`src/logic/exc_pkg.sv`:
```
/*
 * Constants, cause indices, vector numbers and state codes shared by the
 * exception sequencing unit and its helper modules.
 * Assumes a single clock domain and a 16-bit processor status word.
 */
`default_nettype none

package exc_pkg;

    // ------------------------------------------------------------------
    // Vector numbers and vector table geometry.
    // ------------------------------------------------------------------
    localparam logic [7:0] VEC_RESET = 8'h00;
    localparam logic [7:0] VEC_BUS_ERR = 8'h02;
    localparam logic [7:0] VEC_ADDR_ERR = 8'h03;
    localparam logic [7:0] VEC_ILLEGAL = 8'h04;
    localparam logic [7:0] VEC_DIV_ZERO = 8'h05;
    localparam logic [7:0] VEC_BOUNDS = 8'h06;
    localparam logic [7:0] VEC_OVERFLOW = 8'h07;
    localparam logic [7:0] VEC_PRIV = 8'h08;
    localparam logic [7:0] VEC_TRACE = 8'h09;
    localparam logic [7:0] VEC_LINE_A = 8'h0A;
    localparam logic [7:0] VEC_LINE_F = 8'h0B;
    localparam logic [7:0] VEC_UNINIT = 8'h0F;
    localparam logic [7:0] VEC_SPURIOUS = 8'h18;
    localparam logic [7:0] VEC_AUTO_BASE = 8'h18;
    localparam logic [7:0] VEC_TRAP_BASE = 8'h20;
    localparam logic [7:0] VEC_USER_FIRST = 8'h40;
    localparam logic [31:0] TABLE_BASE = 32'h0000_0000;
    localparam logic [31:0] TABLE_LAST = 32'h0000_03FF;
    localparam int VEC_SHIFT = 2;
    localparam logic [2:0] WORDS_NORMAL = 3'h2;
    localparam logic [2:0] WORDS_RESET = 3'h4;
    localparam logic SPACE_DATA = 1'h0;
    localparam logic SPACE_PROGRAM = 1'h1;

    // ------------------------------------------------------------------
    // Cause indices; a lower index has the higher priority.
    // ------------------------------------------------------------------
    localparam int CAUSES = 13;
    localparam logic [3:0] C_RESET = 4'h0;
    localparam logic [3:0] C_ADDR_ERR = 4'h1;
    localparam logic [3:0] C_BUS_ERR = 4'h2;
    localparam logic [3:0] C_TRACE = 4'h3;
    localparam logic [3:0] C_IRQ = 4'h4;
    localparam logic [3:0] C_ILLEGAL = 4'h5;
    localparam logic [3:0] C_PRIV = 4'h6;
    localparam logic [3:0] C_LINE_A = 4'h7;
    localparam logic [3:0] C_LINE_F = 4'h8;
    localparam logic [3:0] C_TRAP = 4'h9;
    localparam logic [3:0] C_OVERFLOW = 4'hA;
    localparam logic [3:0] C_BOUNDS = 4'hB;
    localparam logic [3:0] C_DIV_ZERO = 4'hC;
    localparam int GROUP0_LAST = 2;
    localparam int GROUP2_FIRST = 9;

    // ------------------------------------------------------------------
    // Processor status word layout and sequencer state codes.
    // ------------------------------------------------------------------
    localparam int SR_T_BIT = 15;
    localparam int SR_S_BIT = 13;
    localparam int SR_MASK_LO = 8;
    localparam logic [15:0] SR_RESET_VALUE = 16'h2700;
    localparam logic [2:0] MASK_MAX = 3'h7;

    typedef enum logic [2:0] {
        ST_IDLE = 3'b000,
        ST_ENTER = 3'b001,
        ST_IACK = 3'b010,
        ST_SAVE = 3'b011,
        ST_FETCH = 3'b100,
        ST_CHAIN = 3'b101
    } state_e;

endpackage : exc_pkg

`default_nettype wire

```
`src/logic/exception_vector_priority_unit.sv`:
```
/*
 * Exception sequencing unit of the processor core: collects exception
 * causes, arbitrates them, runs the status, vector, save and fetch phases.
 * Assumes the core hands it events synchronous to MCLK, performs the bus
 * cycles it requests, and waits at an instruction boundary while busy.
 */
`default_nettype none

module exception_vector_priority_unit (
    input wire logic MCLK,
    input wire logic RST,
    input wire logic RESET_REQ,
    input wire logic BUS_IDLE,
    input wire logic BUS_ERROR,
    input wire logic ACCESS_VALID,
    input wire logic ACCESS_WORD,
    input wire logic ACCESS_ADDR0,
    input wire logic INSTR_BOUNDARY,
    input wire logic NEXT_ILLEGAL,
    input wire logic NEXT_PRIV,
    input wire logic NEXT_LINE_A,
    input wire logic NEXT_LINE_F,
    input wire logic TRAP_EXEC,
    input wire logic [3:0] TRAP_NUM,
    input wire logic OVERFLOW_EXEC,
    input wire logic BOUNDS_EXEC,
    input wire logic DIV_ZERO_EXEC,
    input wire logic [2:0] IRQ_LEVEL,
    input wire logic IACK_DONE,
    input wire logic IACK_BUS_ERROR,
    input wire logic AUTOVECTOR_REQUEST_N,
    input wire logic [15:0] IACK_DATA,
    input wire logic STACK_DONE,
    input wire logic VEC_FETCH_DONE,
    input wire logic SR_WRITE,
    input wire logic [15:0] SR_WDATA,
    output logic [15:0] PROCESSOR_STATUS_WORD,
    output logic [15:0] SAVED_STATUS_WORD,
    output logic EXC_ACTIVE,
    output logic ABORT_INSTR,
    output logic IACK_REQ,
    output logic [2:0] IACK_LEVEL,
    output logic STACK_REQ,
    output logic STACK_LONG_FRAME,
    output logic VEC_FETCH_REQ,
    output logic [31:0] VEC_ADDR,
    output logic VEC_PROGRAM_SPACE,
    output logic [2:0] VEC_WORDS,
    output logic [7:0] VECTOR_NUMBER,
    output logic RESUME
);

    // ------------------------------------------------------------------
    // State record.
    // ------------------------------------------------------------------
    typedef struct packed {
        exc_pkg::state_e st;
        logic [12:0] pend;
        logic [3:0] cause;
        logic [7:0] vec;
        logic [3:0] trap_num;
        logic [2:0] level;
        logic [15:0] sr;
        logic [15:0] saved_sr;
        logic abort;
        logic iack_req;
        logic stack_req;
        logic stack_long;
        logic fetch_req;
        logic [31:0] vaddr;
        logic space;
        logic [2:0] words;
        logic resume;
    } unit_s;

    unit_s s_q;
    unit_s s_d;

    logic [12:0] pend_now;
    logic [12:0] eligible;
    logic irq_ok;
    logic at_start;
    logic sel_valid;
    logic [3:0] sel_cause;
    logic [7:0] sel_vec;
    logic [31:0] addr_of_vec;
    logic [2:0] cur_mask;

    vector_cause_select u_select (
        .eligible(eligible),
        .trap_num(TRAP_EXEC ? TRAP_NUM : s_q.trap_num),
        .valid(sel_valid),
        .cause(sel_cause),
        .vec_num(sel_vec)
    );

    vector_address_former u_former (
        .vec_num(s_q.vec),
        .vec_addr(addr_of_vec)
    );

    // ------------------------------------------------------------------
    // Cause collection and eligibility.
    // ------------------------------------------------------------------
    always_comb begin
        cur_mask = s_q.sr[exc_pkg::SR_MASK_LO +: 3];
        pend_now = s_q.pend;
        if (ACCESS_VALID && ACCESS_WORD && ACCESS_ADDR0) begin
            pend_now[exc_pkg::C_ADDR_ERR] = 1'b1;
        end
        if (BUS_ERROR) begin
            pend_now[exc_pkg::C_BUS_ERR] = 1'b1;
        end
        if (TRAP_EXEC) begin
            pend_now[exc_pkg::C_TRAP] = 1'b1;
        end
        if (OVERFLOW_EXEC) begin
            pend_now[exc_pkg::C_OVERFLOW] = 1'b1;
        end
        if (BOUNDS_EXEC) begin
            pend_now[exc_pkg::C_BOUNDS] = 1'b1;
        end
        if (DIV_ZERO_EXEC) begin
            pend_now[exc_pkg::C_DIV_ZERO] = 1'b1;
        end
        if (INSTR_BOUNDARY) begin
            pend_now[exc_pkg::C_TRACE] = pend_now[exc_pkg::C_TRACE]
                | s_q.sr[exc_pkg::SR_T_BIT];
            pend_now[exc_pkg::C_ILLEGAL] = pend_now[exc_pkg::C_ILLEGAL]
                | NEXT_ILLEGAL;
            pend_now[exc_pkg::C_PRIV] = pend_now[exc_pkg::C_PRIV]
                | NEXT_PRIV;
            pend_now[exc_pkg::C_LINE_A] = pend_now[exc_pkg::C_LINE_A]
                | NEXT_LINE_A;
            pend_now[exc_pkg::C_LINE_F] = pend_now[exc_pkg::C_LINE_F]
                | NEXT_LINE_F;
        end
        if (pend_now[exc_pkg::C_ADDR_ERR] || pend_now[exc_pkg::C_BUS_ERR]) begin
            pend_now[12:exc_pkg::GROUP2_FIRST] = '0;
        end
        pend_now[exc_pkg::C_IRQ] = 1'b0;
        irq_ok = (IRQ_LEVEL != 3'h0)
            && ((IRQ_LEVEL == exc_pkg::MASK_MAX) || (IRQ_LEVEL > cur_mask));
        at_start = (s_q.st == exc_pkg::ST_IDLE) || (s_q.st == exc_pkg::ST_CHAIN);
        eligible = '0;
        if (|pend_now[exc_pkg::GROUP0_LAST:0]) begin
            if (BUS_IDLE && at_start) begin
                eligible[exc_pkg::GROUP0_LAST:0] =
                    pend_now[exc_pkg::GROUP0_LAST:0];
            end
        end else if ((INSTR_BOUNDARY && s_q.st == exc_pkg::ST_IDLE)
                     || s_q.st == exc_pkg::ST_CHAIN) begin
            eligible = pend_now;
            eligible[exc_pkg::C_IRQ] = irq_ok;
        end
    end

    // ------------------------------------------------------------------
    // Sequencer.
    // ------------------------------------------------------------------
    always_comb begin
        s_d = s_q;
        s_d.pend = pend_now;
        s_d.abort = 1'b0;
        s_d.resume = 1'b0;
        if (TRAP_EXEC) begin
            s_d.trap_num = TRAP_NUM;
        end
        if (SR_WRITE && s_q.st == exc_pkg::ST_IDLE) begin
            s_d.sr = SR_WDATA;
        end
        case (s_q.st)
            exc_pkg::ST_IDLE, exc_pkg::ST_CHAIN: begin
                if (sel_valid) begin
                    s_d.st = exc_pkg::ST_ENTER;
                    s_d.cause = sel_cause;
                    s_d.vec = sel_vec;
                    s_d.level = IRQ_LEVEL;
                    s_d.pend[sel_cause] = 1'b0;
                    s_d.abort = (sel_cause <= 4'(exc_pkg::GROUP0_LAST));
                end else if (s_q.st == exc_pkg::ST_CHAIN) begin
                    s_d.st = exc_pkg::ST_IDLE;
                    s_d.resume = 1'b1;
                end
            end
            exc_pkg::ST_ENTER: begin
                s_d.saved_sr = s_q.sr;
                s_d.sr[exc_pkg::SR_S_BIT] = 1'b1;
                s_d.sr[exc_pkg::SR_T_BIT] = 1'b0;
                if (s_q.cause == exc_pkg::C_RESET) begin
                    s_d.sr[exc_pkg::SR_MASK_LO +: 3] = exc_pkg::MASK_MAX;
                    s_d.st = exc_pkg::ST_FETCH;
                    s_d.fetch_req = 1'b1;
                    s_d.vaddr = addr_of_vec;
                    s_d.space = exc_pkg::SPACE_PROGRAM;
                    s_d.words = exc_pkg::WORDS_RESET;
                end else if (s_q.cause == exc_pkg::C_IRQ) begin
                    s_d.sr[exc_pkg::SR_MASK_LO +: 3] = s_q.level;
                    s_d.st = exc_pkg::ST_IACK;
                    s_d.iack_req = 1'b1;
                end else begin
                    s_d.st = exc_pkg::ST_SAVE;
                    s_d.stack_req = 1'b1;
                    s_d.stack_long = (s_q.cause == exc_pkg::C_ADDR_ERR)
                        || (s_q.cause == exc_pkg::C_BUS_ERR);
                end
            end
            exc_pkg::ST_IACK: begin
                if (IACK_DONE) begin
                    s_d.iack_req = 1'b0;
                    if (IACK_BUS_ERROR) begin
                        s_d.vec = exc_pkg::VEC_SPURIOUS;
                    end else if (!AUTOVECTOR_REQUEST_N) begin
                        s_d.vec = exc_pkg::VEC_AUTO_BASE
                            + {5'h00, s_q.level};
                    end else begin
                        s_d.vec = IACK_DATA[7:0];
                    end
                    s_d.st = exc_pkg::ST_SAVE;
                    s_d.stack_req = 1'b1;
                    s_d.stack_long = 1'b0;
                end
            end
            exc_pkg::ST_SAVE: begin
                if (STACK_DONE) begin
                    s_d.stack_req = 1'b0;
                    s_d.st = exc_pkg::ST_FETCH;
                    s_d.fetch_req = 1'b1;
                    s_d.vaddr = addr_of_vec;
                    s_d.space = exc_pkg::SPACE_DATA;
                    s_d.words = exc_pkg::WORDS_NORMAL;
                end
            end
            exc_pkg::ST_FETCH: begin
                if (VEC_FETCH_DONE) begin
                    s_d.fetch_req = 1'b0;
                    s_d.st = exc_pkg::ST_CHAIN;
                end
            end
            default: begin
                s_d.st = exc_pkg::ST_IDLE;
            end
        endcase
        if (RESET_REQ) begin
            s_d.st = exc_pkg::ST_IDLE;
            s_d.pend = '0;
            s_d.pend[exc_pkg::C_RESET] = 1'b1;
            s_d.iack_req = 1'b0;
            s_d.stack_req = 1'b0;
            s_d.fetch_req = 1'b0;
        end
    end

    always_ff @(posedge MCLK) begin
        if (RST) begin
            s_q <= '{st: exc_pkg::ST_IDLE, sr: exc_pkg::SR_RESET_VALUE,
                     default: '0};
        end else begin
            s_q <= s_d;
        end
    end

    // ------------------------------------------------------------------
    // Outputs.
    // ------------------------------------------------------------------
    always_comb begin
        PROCESSOR_STATUS_WORD = s_q.sr;
        SAVED_STATUS_WORD = s_q.saved_sr;
        EXC_ACTIVE = (s_q.st != exc_pkg::ST_IDLE);
        ABORT_INSTR = s_q.abort;
        IACK_REQ = s_q.iack_req;
        IACK_LEVEL = s_q.level;
        STACK_REQ = s_q.stack_req;
        STACK_LONG_FRAME = s_q.stack_long;
        VEC_FETCH_REQ = s_q.fetch_req;
        VEC_ADDR = s_q.vaddr;
        VEC_PROGRAM_SPACE = s_q.space;
        VEC_WORDS = s_q.words;
        VECTOR_NUMBER = s_q.vec;
        RESUME = s_q.resume;
    end

endmodule : exception_vector_priority_unit

`default_nettype wire

```
`src/logic/vector_address_former.sv`:
```
/*
 * Forms the 32-bit vector table address of an 8-bit vector number.
 * Assumes the table begins at address zero.
 */
`default_nettype none

module vector_address_former (
    input wire logic [7:0] vec_num,
    output logic [31:0] vec_addr
);

    // ------------------------------------------------------------------
    // Shift left by two, zero-fill the upper bits.
    // ------------------------------------------------------------------
    always_comb begin
        vec_addr = exc_pkg::TABLE_BASE | ({24'h000000, vec_num} << exc_pkg::VEC_SHIFT);
    end

endmodule : vector_address_former

`default_nettype wire

```
`src/logic/vector_cause_select.sv`:
```
/*
 * Picks the highest priority eligible cause and its internal vector number.
 * Assumes the caller has already masked the causes that may not start yet.
 */
`default_nettype none

module vector_cause_select (
    input wire logic [12:0] eligible,
    input wire logic [3:0] trap_num,
    output logic valid,
    output logic [3:0] cause,
    output logic [7:0] vec_num
);

    // ------------------------------------------------------------------
    // Priority pick and fixed vector numbers.
    // ------------------------------------------------------------------
    function automatic logic [3:0] first_set(input logic [12:0] v);
        logic [3:0] r;
        r = 4'h0;
        for (int i = exc_pkg::CAUSES - 1; i >= 0; i--) begin
            if (v[i]) begin
                r = 4'(i);
            end
        end
        return r;
    endfunction : first_set

    function automatic logic [7:0] cause_vector(input logic [3:0] c,
                                               input logic [3:0] n);
        logic [7:0] r;
        case (c)
            exc_pkg::C_RESET: r = exc_pkg::VEC_RESET;
            exc_pkg::C_ADDR_ERR: r = exc_pkg::VEC_ADDR_ERR;
            exc_pkg::C_BUS_ERR: r = exc_pkg::VEC_BUS_ERR;
            exc_pkg::C_TRACE: r = exc_pkg::VEC_TRACE;
            exc_pkg::C_ILLEGAL: r = exc_pkg::VEC_ILLEGAL;
            exc_pkg::C_PRIV: r = exc_pkg::VEC_PRIV;
            exc_pkg::C_LINE_A: r = exc_pkg::VEC_LINE_A;
            exc_pkg::C_LINE_F: r = exc_pkg::VEC_LINE_F;
            exc_pkg::C_TRAP: r = exc_pkg::VEC_TRAP_BASE + {4'h0, n};
            exc_pkg::C_OVERFLOW: r = exc_pkg::VEC_OVERFLOW;
            exc_pkg::C_BOUNDS: r = exc_pkg::VEC_BOUNDS;
            exc_pkg::C_DIV_ZERO: r = exc_pkg::VEC_DIV_ZERO;
            default: r = exc_pkg::VEC_UNINIT;
        endcase
        return r;
    endfunction : cause_vector

    always_comb begin
        valid = |eligible;
        cause = first_set(eligible);
        vec_num = cause_vector(cause, trap_num);
    end

endmodule : vector_cause_select

`default_nettype wire

```
`config.mk`:
```
export PLATFORM = sky130hd
export DESIGN_NAME = exception_vector_priority_unit
export DESIGN_NICKNAME = d
export VERILOG_FILES = /design/src/logic/exc_pkg.sv /design/src/logic/exception_vector_priority_unit.sv /design/src/logic/vector_address_former.sv /design/src/logic/vector_cause_select.sv
export SDC_FILE = /design/constraint.sdc
export NUM_CORES = 1
export LEC_CHECK = 0
export BUFFER_PORTS_ARGS = -buffer_cell sky130_fd_sc_hd__buf_4
export CAP_MARGIN = 25
export CORE_MARGIN = 2
export CORE_UTILIZATION = 30
export CTS_BUF_LIST = sky130_fd_sc_hd__clkbuf_8
export DETAILED_ROUTE_END_ITERATION = 10
export GPL_TIMING_DRIVEN = 0
export PLACE_DENSITY = 0.5
export SYNTH_ARGS = -nofsm -noshare
export SYNTH_HDL_FRONTEND = slang
export SYNTH_HIERARCHICAL = 1
export SYNTH_SLANG_ARGS = --single-unit
```
`constraint.sdc`:
```
create_clock -name MCLK -period 4 [get_ports MCLK]
set_clock_uncertainty 0.05 [all_clocks]
set_input_delay 0.4 -clock MCLK [delete_from_list [all_inputs] [get_ports MCLK]]
set_output_delay 0.4 -clock MCLK [all_outputs]
set_load 0.02 [all_outputs]
```
; Word-level counts from Yosys, hierarchy flattened
; Index checks and enable logic that the tools add are counted.
[op_classes]
n_reduce_logical = 40
n_shift = 0
magnitude_cmp = 4
n_bitwise = 9
div = 0
mul = 0
eq_ne = 29
addsub = 2
muxes = 63
[op_table]
columns = cell, count
row1 = $pmux 8 s12, 1
row2 = $mux 37, 2
row3 = $pmux 36 s2, 1
row4 = $mux 4, 16
row5 = $mux 3, 13
row6 = $mux 25, 1
row7 = $mux 8, 3
row8 = $eq 4x4->1 const B, 5
row9 = $mux 17, 1
row10 = $eq 4x3->1 const B, 4
row11 = $ne 2x2->1 const B, 8
row12 = $pmux 8 s2, 1
row13 = $reduce_and 4->1, 4
row14 = $pmux 3 s5, 1
row15 = $reduce_or 15->1, 1
row16 = $mux 1, 14
row17 = $and 13x13->13, 1
row18 = $mux 13, 1
row19 = $not 13->13, 1
row20 = $reduce_or 13->1, 1
row21 = $eq 4x2->1 const B, 3
row22 = $reduce_bool 3->1, 4
row23 = $mux 11, 1
row24 = $mux 10, 1
row25 = other kinds (27), 58
[totals]
ramBits = 0
input_bits = 62
ff_bits = 108
latchBits = 0
output_inout_bits = 86
mem_bits_ro = 0
elab_cells = 167
memories = 0

; Logic depth before layout (Yosys ltp)
[logic_depth]
depth_word = 29
mapped_depth = 16
mapped_depth_nobuf = 15

; By module
; The synthesis kept the hierarchy.
[modules_own_cells]
columns = mod, n_inst, area_each_um2, cells_each
row1 = exception_vector_priority_unit, 1, 4933.5, 616
row2 = vector_cause_select, 1, 391.6, 63
row3 = vector_address_former, 1, 244.0, 33

; Worst setup path after synthesis
; No wires, ideal clock.
[synth_path]
kind = register to register
from = reg s_q[106] (netlist bit)
to = reg s_q (netlist bit VECTOR_NUMBER[3])
arrival_ns = 3.190
path_stages_with_launch = 17
setup_ns = 0.078
setup_slack_ns = 0.682
required_ns = 3.872
path_buffers = 4
cell_sequence = dfxtp_1 buf_4 clkbuf_1 nand2_1 a2111o_1 clkbuf_1 nor2_1 inv_1 a221oi_2 o31ai_1 buf_6 or3_1 a21o_1 nand3_1 a21oi_1 o21a_1 nor3_1
[synth_between]
elab_cells_between_ends = 45
cone_classes = 15 x eq/ne / 20 x mux / 10 x reduce/logical
[synth_lines]
columns = element, line
row1 = "start, declared", exception_vector_priority_unit.sv:76  ; unit_s s_q;
row2 = "start signal, assigned", exception_vector_priority_unit.sv:256  ; s_q <= '{st: exc_pkg::ST_IDLE, sr: exc_pkg::SR_RESET_VALUE,
row3 = $logic_not 3->1, exception_vector_priority_unit.sv:151  ; end else if ((INSTR_BOUNDARY && s_q.st == exc_pkg::ST_IDLE)
row4 = $logic_and 1x1->1, exception_vector_priority_unit.sv:151
row5 = $logic_or 1x1->1 (*), exception_vector_priority_unit.sv:152  ; || s_q.st == exc_pkg::ST_CHAIN) begin
row6 = $mux 13 (*), exception_vector_priority_unit.sv:151
row7 = $mux 10 (*), exception_vector_priority_unit.sv:146  ; if (|pend_now[exc_pkg::GROUP0_LAST:0]) begin
row8 = named net eligible[7], exception_vector_priority_unit.sv:80  ; logic [12:0] eligible;
row9 = $mux 4 (*) (8 in series), vector_cause_select.sv:22  ; if (v[i]) begin
row10 = "$eq 4x4->1, or another cell as far along", vector_cause_select.sv:32  ; case (c)
row11 = $pmux 8 s12 (*), vector_cause_select.sv:32
row12 = named net sel_vec[3], exception_vector_priority_unit.sv:85  ; logic [7:0] sel_vec;
row13 = $mux 25 (*), exception_vector_priority_unit.sv:174  ; if (sel_valid) begin
row14 = $pmux 8 s2 (*), exception_vector_priority_unit.sv:172  ; case (s_q.st)
; Mark *: on every way through the listed nets, which the timed path passes. The rest lies on a longest branch. The select of a mux whose other input is x is not followed.
; A chain may end at the register's enable or synchronous reset.

; Final worst setup path
[layout_path]
from = reg s_q[108] (netlist bit)
to = reg s_q (netlist bit VECTOR_NUMBER[3])
; The elaborated chain is that of the path after synthesis.

==> summary.md <==
| Metric | Value |
|---|---|
| Outcome | finished clean |
| DIE AREA | 19670 um2 |
| Final HPWL DP | 11.57 mm |
| Std-Cell Core Area | around 18000 um2 |
| Min cycle time layout | between 3 and 4 ns |
| CP Data Arrival Time | approximately 3.9 ns |
| Fraction of power consumed by combinational cells | a little under two fifths |
| Netlist cell types | between 50 and 60 |
| Via count of the first global-routing pass | 4722 |
| Area contributors post-synth | sky130_fd_sc_hd__dfxtp_1, sky130_fd_sc_hd__buf_4, sky130_fd_sc_hd__nand2_1, sky130_fd_sc_hd__a21oi_1, sky130_fd_sc_hd__nor2_1 |
| DRC violation count after routing | 0 |
| Yosys warnings | 6 |
| Count of fill cells added during filler insertion | slightly below 2k |
| Post-synthesis to final-layout area growth | 28.60% |
| Detailed Route WL | approximately 15 mm |
| Slack of the worst reg-to-reg path | slightly below 0.4 ns |
| Routed wirelength normalized by instance count | 13.60 um |
| Fraction of post-synthesis cell area in the top cell type by area | around two fifths |
| Non-filler cells in the finished layout | roughly 1.1k |
| Pwr/cell area | 402.6 nW/um2 |
| Routability cong. | around 0.77 |
| Register share of total power | 42.4% |
| Final hold violation count | 0 |
| Antenna violations before repair | 0 |
| Critical path required time | approximately 4.3 ns |
| Initial DRC Count | 196 |
| Met2 demand-to-capacity share in global routing | a little over a quarter |
| Tcrit/Tclk final | between 90% and 100% |
| Ports | 148 |
| Total via count in the routed design | a little under 5k |
| Post-synth top cells | sky130_fd_sc_hd__nand2_1, sky130_fd_sc_hd__buf_4, sky130_fd_sc_hd__dfxtp_1 |
| Max-slew headroom at the worst pin | 35.84% |
| Library cell used as clock root buffer | sky130_fd_sc_hd__clkbuf_8 |
| Max FO, Critical Path | 19 |
| Y dimension of the die | between 100 and 150 um |
| GRT met3 Usage | under 10% |
| Net switching power of the design | between 1000 and 1500 uW |
| Netlist area before placement | between 5000 and 6000 um2 |
| Worst path setup slack after routing | about 0.38 ns |
| Highest-utilization routing layer at the global route stage | met2 |
| Number of sinks on the clock net | 106 |
| Placed instance count | around 1.1k |
| Main synth FF type | sky130_fd_sc_hd__dfxtp_1 |
| Final net count | between 900 and 1k |
| Max-capacitance violation count | 0 |
| Clock latency at the later pin of the worst-skew pair | ~0.37 ns |
| Transition time of the tightest slew-check pin | 0.9603 ns |
| Portion of the post-synthesis area used by sequential elements | between 30% and 40% |
| Inserted Clock Buffers | 9 |
| Critical Path Source Type | flop |
| Combined global-route utilization of all metal layers | approximately 16% |
| Final ANT Viol Nets | 0 |
| Worst Setup End Kind | flop |
| Setup TNS | 0 ns |
| Starting density of the core | between 30% and 40% |
| Maximum number of pins on one net before global-route repair | 16 |
| Global-route congestion overflow total | 0 |
| Max Slew Vio Count | 0 |
| HP Class | in2reg |
| Cells after synthesis | 712 |
| Setup repair after global routing missed its margin | no |
| Maximum root-to-sink buffer count | 2 |
| Horiz. Die Dim | roughly 140 um |
| Post-synthesis cell type with the largest combined area | sky130_fd_sc_hd__dfxtp_1 |
| Average cell area after synthesis | 7.822 um2 |
| Worst vdd ir | 0.1783 mV |
| Portion of total power attributed to the clock network | 20.9% |
| Placement Setup Slack | around 0.16 ns |
| Internal Pwr Total | ~1900 uW |
| Antenna cells | 0 |
| Worst hold margin | 0.1917 ns |
| LEAKAGE | ~0.0032 uW |
| Number of rows in the core area | 49 |
| Share of cells above drive strength 1 | between 30% and 40% |
| H-tree depth | 3 |
| Switching share of total power | a little over a third |
| Count of endpoints failing setup in the final report | 0 |
| Number of synthesized flops with an enable pin | 0 |
| Wire length of the first global-routing pass | 24.43 mm |
| FMAX | about 280 MHz |
| Total of hold buffers inserted after clock tree synthesis | 0 |
| GR met1 Demand/Resource | slightly above 20% |
| Count of input and output buffers | approximately 140 |
| Most frequently used cell type in the post-synthesis netlist | sky130_fd_sc_hd__nand2_1 |
| TritonCTS clock tree | yes |
| Share of flip-flops with an asynchronous set or reset | 0% |
| Via/cell ratio | about 4.3 |
| Synthesis-stage register bit count | about 110 |
| Number of iterations in the first detailed-routing pass | 4 |
| Clock slew at reported path FFs | roughly 0.1 ns |
| Category of the most critical setup path | reg2reg |
## per-stage QoR
stage          total power, uW  instance area (um2)  utilization, %
2_1_floorplan             1968                 5663               -
3_3_place_gp              2308                 6985           38.62
3_5_place_dp              2309                 6985           38.62
4_1_cts                   2927                 7151           39.54
5_1_grt                   3075                 7162           39.60
6_report                  2883                 7162           39.60
## registers in the layout, indices dropped and copies added (netlist names)
| signal | flops |
|---|---|
| VEC_WORDS | 2 |
| SAVED_STATUS_WORD | 16 |
| IACK_LEVEL | 3 |
| PROCESSOR_STATUS_WORD | 16 |
| VECTOR_NUMBER | 8 |
| RESUME | 1 |
| STACK_REQ | 1 |
| ABORT_INSTR | 1 |
| pend_now | 1 |
| VEC_FETCH_REQ | 1 |
| s_q | 22 |
| IACK_REQ | 1 |
| VEC_ADDR | 32 |
| STACK_LONG_FRAME | 1 |
## layer usage
layer / up-vias / part of all wire (%)
met5: - / 0
met4: 0 / 1.1
met3: 8 / 2.9
met2: 83 / 49
met1: 2171 / 47
li1: 2592 / -
## worst paths after layout
path	startpoint	endpoint	depth (start not counted)
worst min-delay path	SR_WDATA[13]	PROCESSOR_STATUS_WORD[13]	3
worst min register to register	VEC_ADDR[2]	VEC_ADDR[2]	2
worst max-delay path	s_q[108]	VECTOR_NUMBER[3]	16
worst max register to register	s_q[108]	VECTOR_NUMBER[3]	16
## worst max-delay path, stage by stage, from the launching register on
cell and delay, ns:
sky130_fd_sc_hd__dfxtp_1 0.31, sky130_fd_sc_hd__buf_4 0.18, sky130_fd_sc_hd__nor2_1 0.19, sky130_fd_sc_hd__nand2_1 0.07, sky130_fd_sc_hd__a2111o_1 0.41, sky130_fd_sc_hd__clkbuf_1 0.23, sky130_fd_sc_hd__nor2_1 0.35, sky130_fd_sc_hd__inv_1 0.10
sky130_fd_sc_hd__a221oi_2 0.29, sky130_fd_sc_hd__o31ai_1 0.12, sky130_fd_sc_hd__buf_6 0.16, sky130_fd_sc_hd__or3_1 0.36, sky130_fd_sc_hd__a21o_1 0.21, sky130_fd_sc_hd__nand3_1 0.08, sky130_fd_sc_hd__a21oi_1 0.07, sky130_fd_sc_hd__o21a_1 0.21
sky130_fd_sc_hd__nor3_1 0.15
## cells in the final DEF, fill, tap and decap left out, types with 3 or more instances in the layout
cell                         n
sky130_fd_sc_hd__and3_1      3
sky130_fd_sc_hd__mux2i_1     9
sky130_fd_sc_hd__nor3b_1     5
sky130_fd_sc_hd__conb_1     28
sky130_fd_sc_hd__o21a_1      3
sky130_fd_sc_hd__nor3_1     16
sky130_fd_sc_hd__a21oi_2     5
sky130_fd_sc_hd__nand2_1   145
sky130_fd_sc_hd__buf_6       4
sky130_fd_sc_hd__buf_4     254
sky130_fd_sc_hd__buf_2       7
sky130_fd_sc_hd__nor2b_1    11
sky130_fd_sc_hd__clkbuf_8   10
sky130_fd_sc_hd__o21ai_0     3
sky130_fd_sc_hd__o22ai_1     3
sky130_fd_sc_hd__ha_1        3
sky130_fd_sc_hd__nor4b_1     3
sky130_fd_sc_hd__nor2_1     56
sky130_fd_sc_hd__or3_1       3
sky130_fd_sc_hd__mux2_2      5
sky130_fd_sc_hd__a21oi_1    78
sky130_fd_sc_hd__a31oi_1     5
sky130_fd_sc_hd__inv_1      14
sky130_fd_sc_hd__and2_1      3
sky130_fd_sc_hd__o311a_1     3
sky130_fd_sc_hd__nand3_1    21
sky130_fd_sc_hd__dfxtp_1   106
sky130_fd_sc_hd__a311oi_1    7
sky130_fd_sc_hd__nor4_1      4
sky130_fd_sc_hd__a211oi_1    7
sky130_fd_sc_hd__nand2b_1    4
sky130_fd_sc_hd__o31ai_1     3
sky130_fd_sc_hd__clkbuf_1   23
## power by group through the flow
| stage | clock, uW | sequential [uW] | combinational, uW |
|---|---|---|---|
| 2_1_floorplan | 0 | 1230 | 739 |
| 3_3_place_gp | 0 | 1250 | 1060 |
| 3_5_place_dp | 0 | 1250 | 1060 |
| 4_1_cts | 639 | 1220 | 1060 |
| 5_1_grt | 672 | 1240 | 1170 |
| 6_report | 603 | 1220 | 1060 |
## layout make-up
cell class | instances | area (um2) | area share, %
plain buffers | 151 | 1041 | 14.54
clock buffers | 10 | 137.6 | 1.922
clock inverters | 6 | 27.53 | 0.3843
inverters | 10 | 37.54 | 0.5241
multi-input cells | 468 | 2474 | 34.54
flip-flops and latches | 106 | 2122 | 29.63
well taps | 229 | 286.5 | 4.001
repair buffers | 138 | 1036 | 14.47
## what timing repair did
action,in CTS,in global routing
gates resized for setup,0,4
hold endpoints to repair,0,0
setup endpoints to repair,0,13
buffers inserted,0,0
## cells by family after synthesis
| group | Yosys count | synth area share, % |
|---|---|---|
| XOR/XNOR | 3 | 0.4719 |
| flip-flops | 106 | 38.10 |
| other | 3 | 0.2022 |
| AO/OA/AOI/OAI | 133 | 15.14 |
| multiplexers | 14 | 2.629 |
| AND/OR/NAND/NOR | 287 | 23.28 |
| buffers and inverters | 163 | 19.50 |
| adder cells (fa/ha/maj) | 3 | 0.6741 |
No activity file was read; power rests on OpenSTA's default activity.
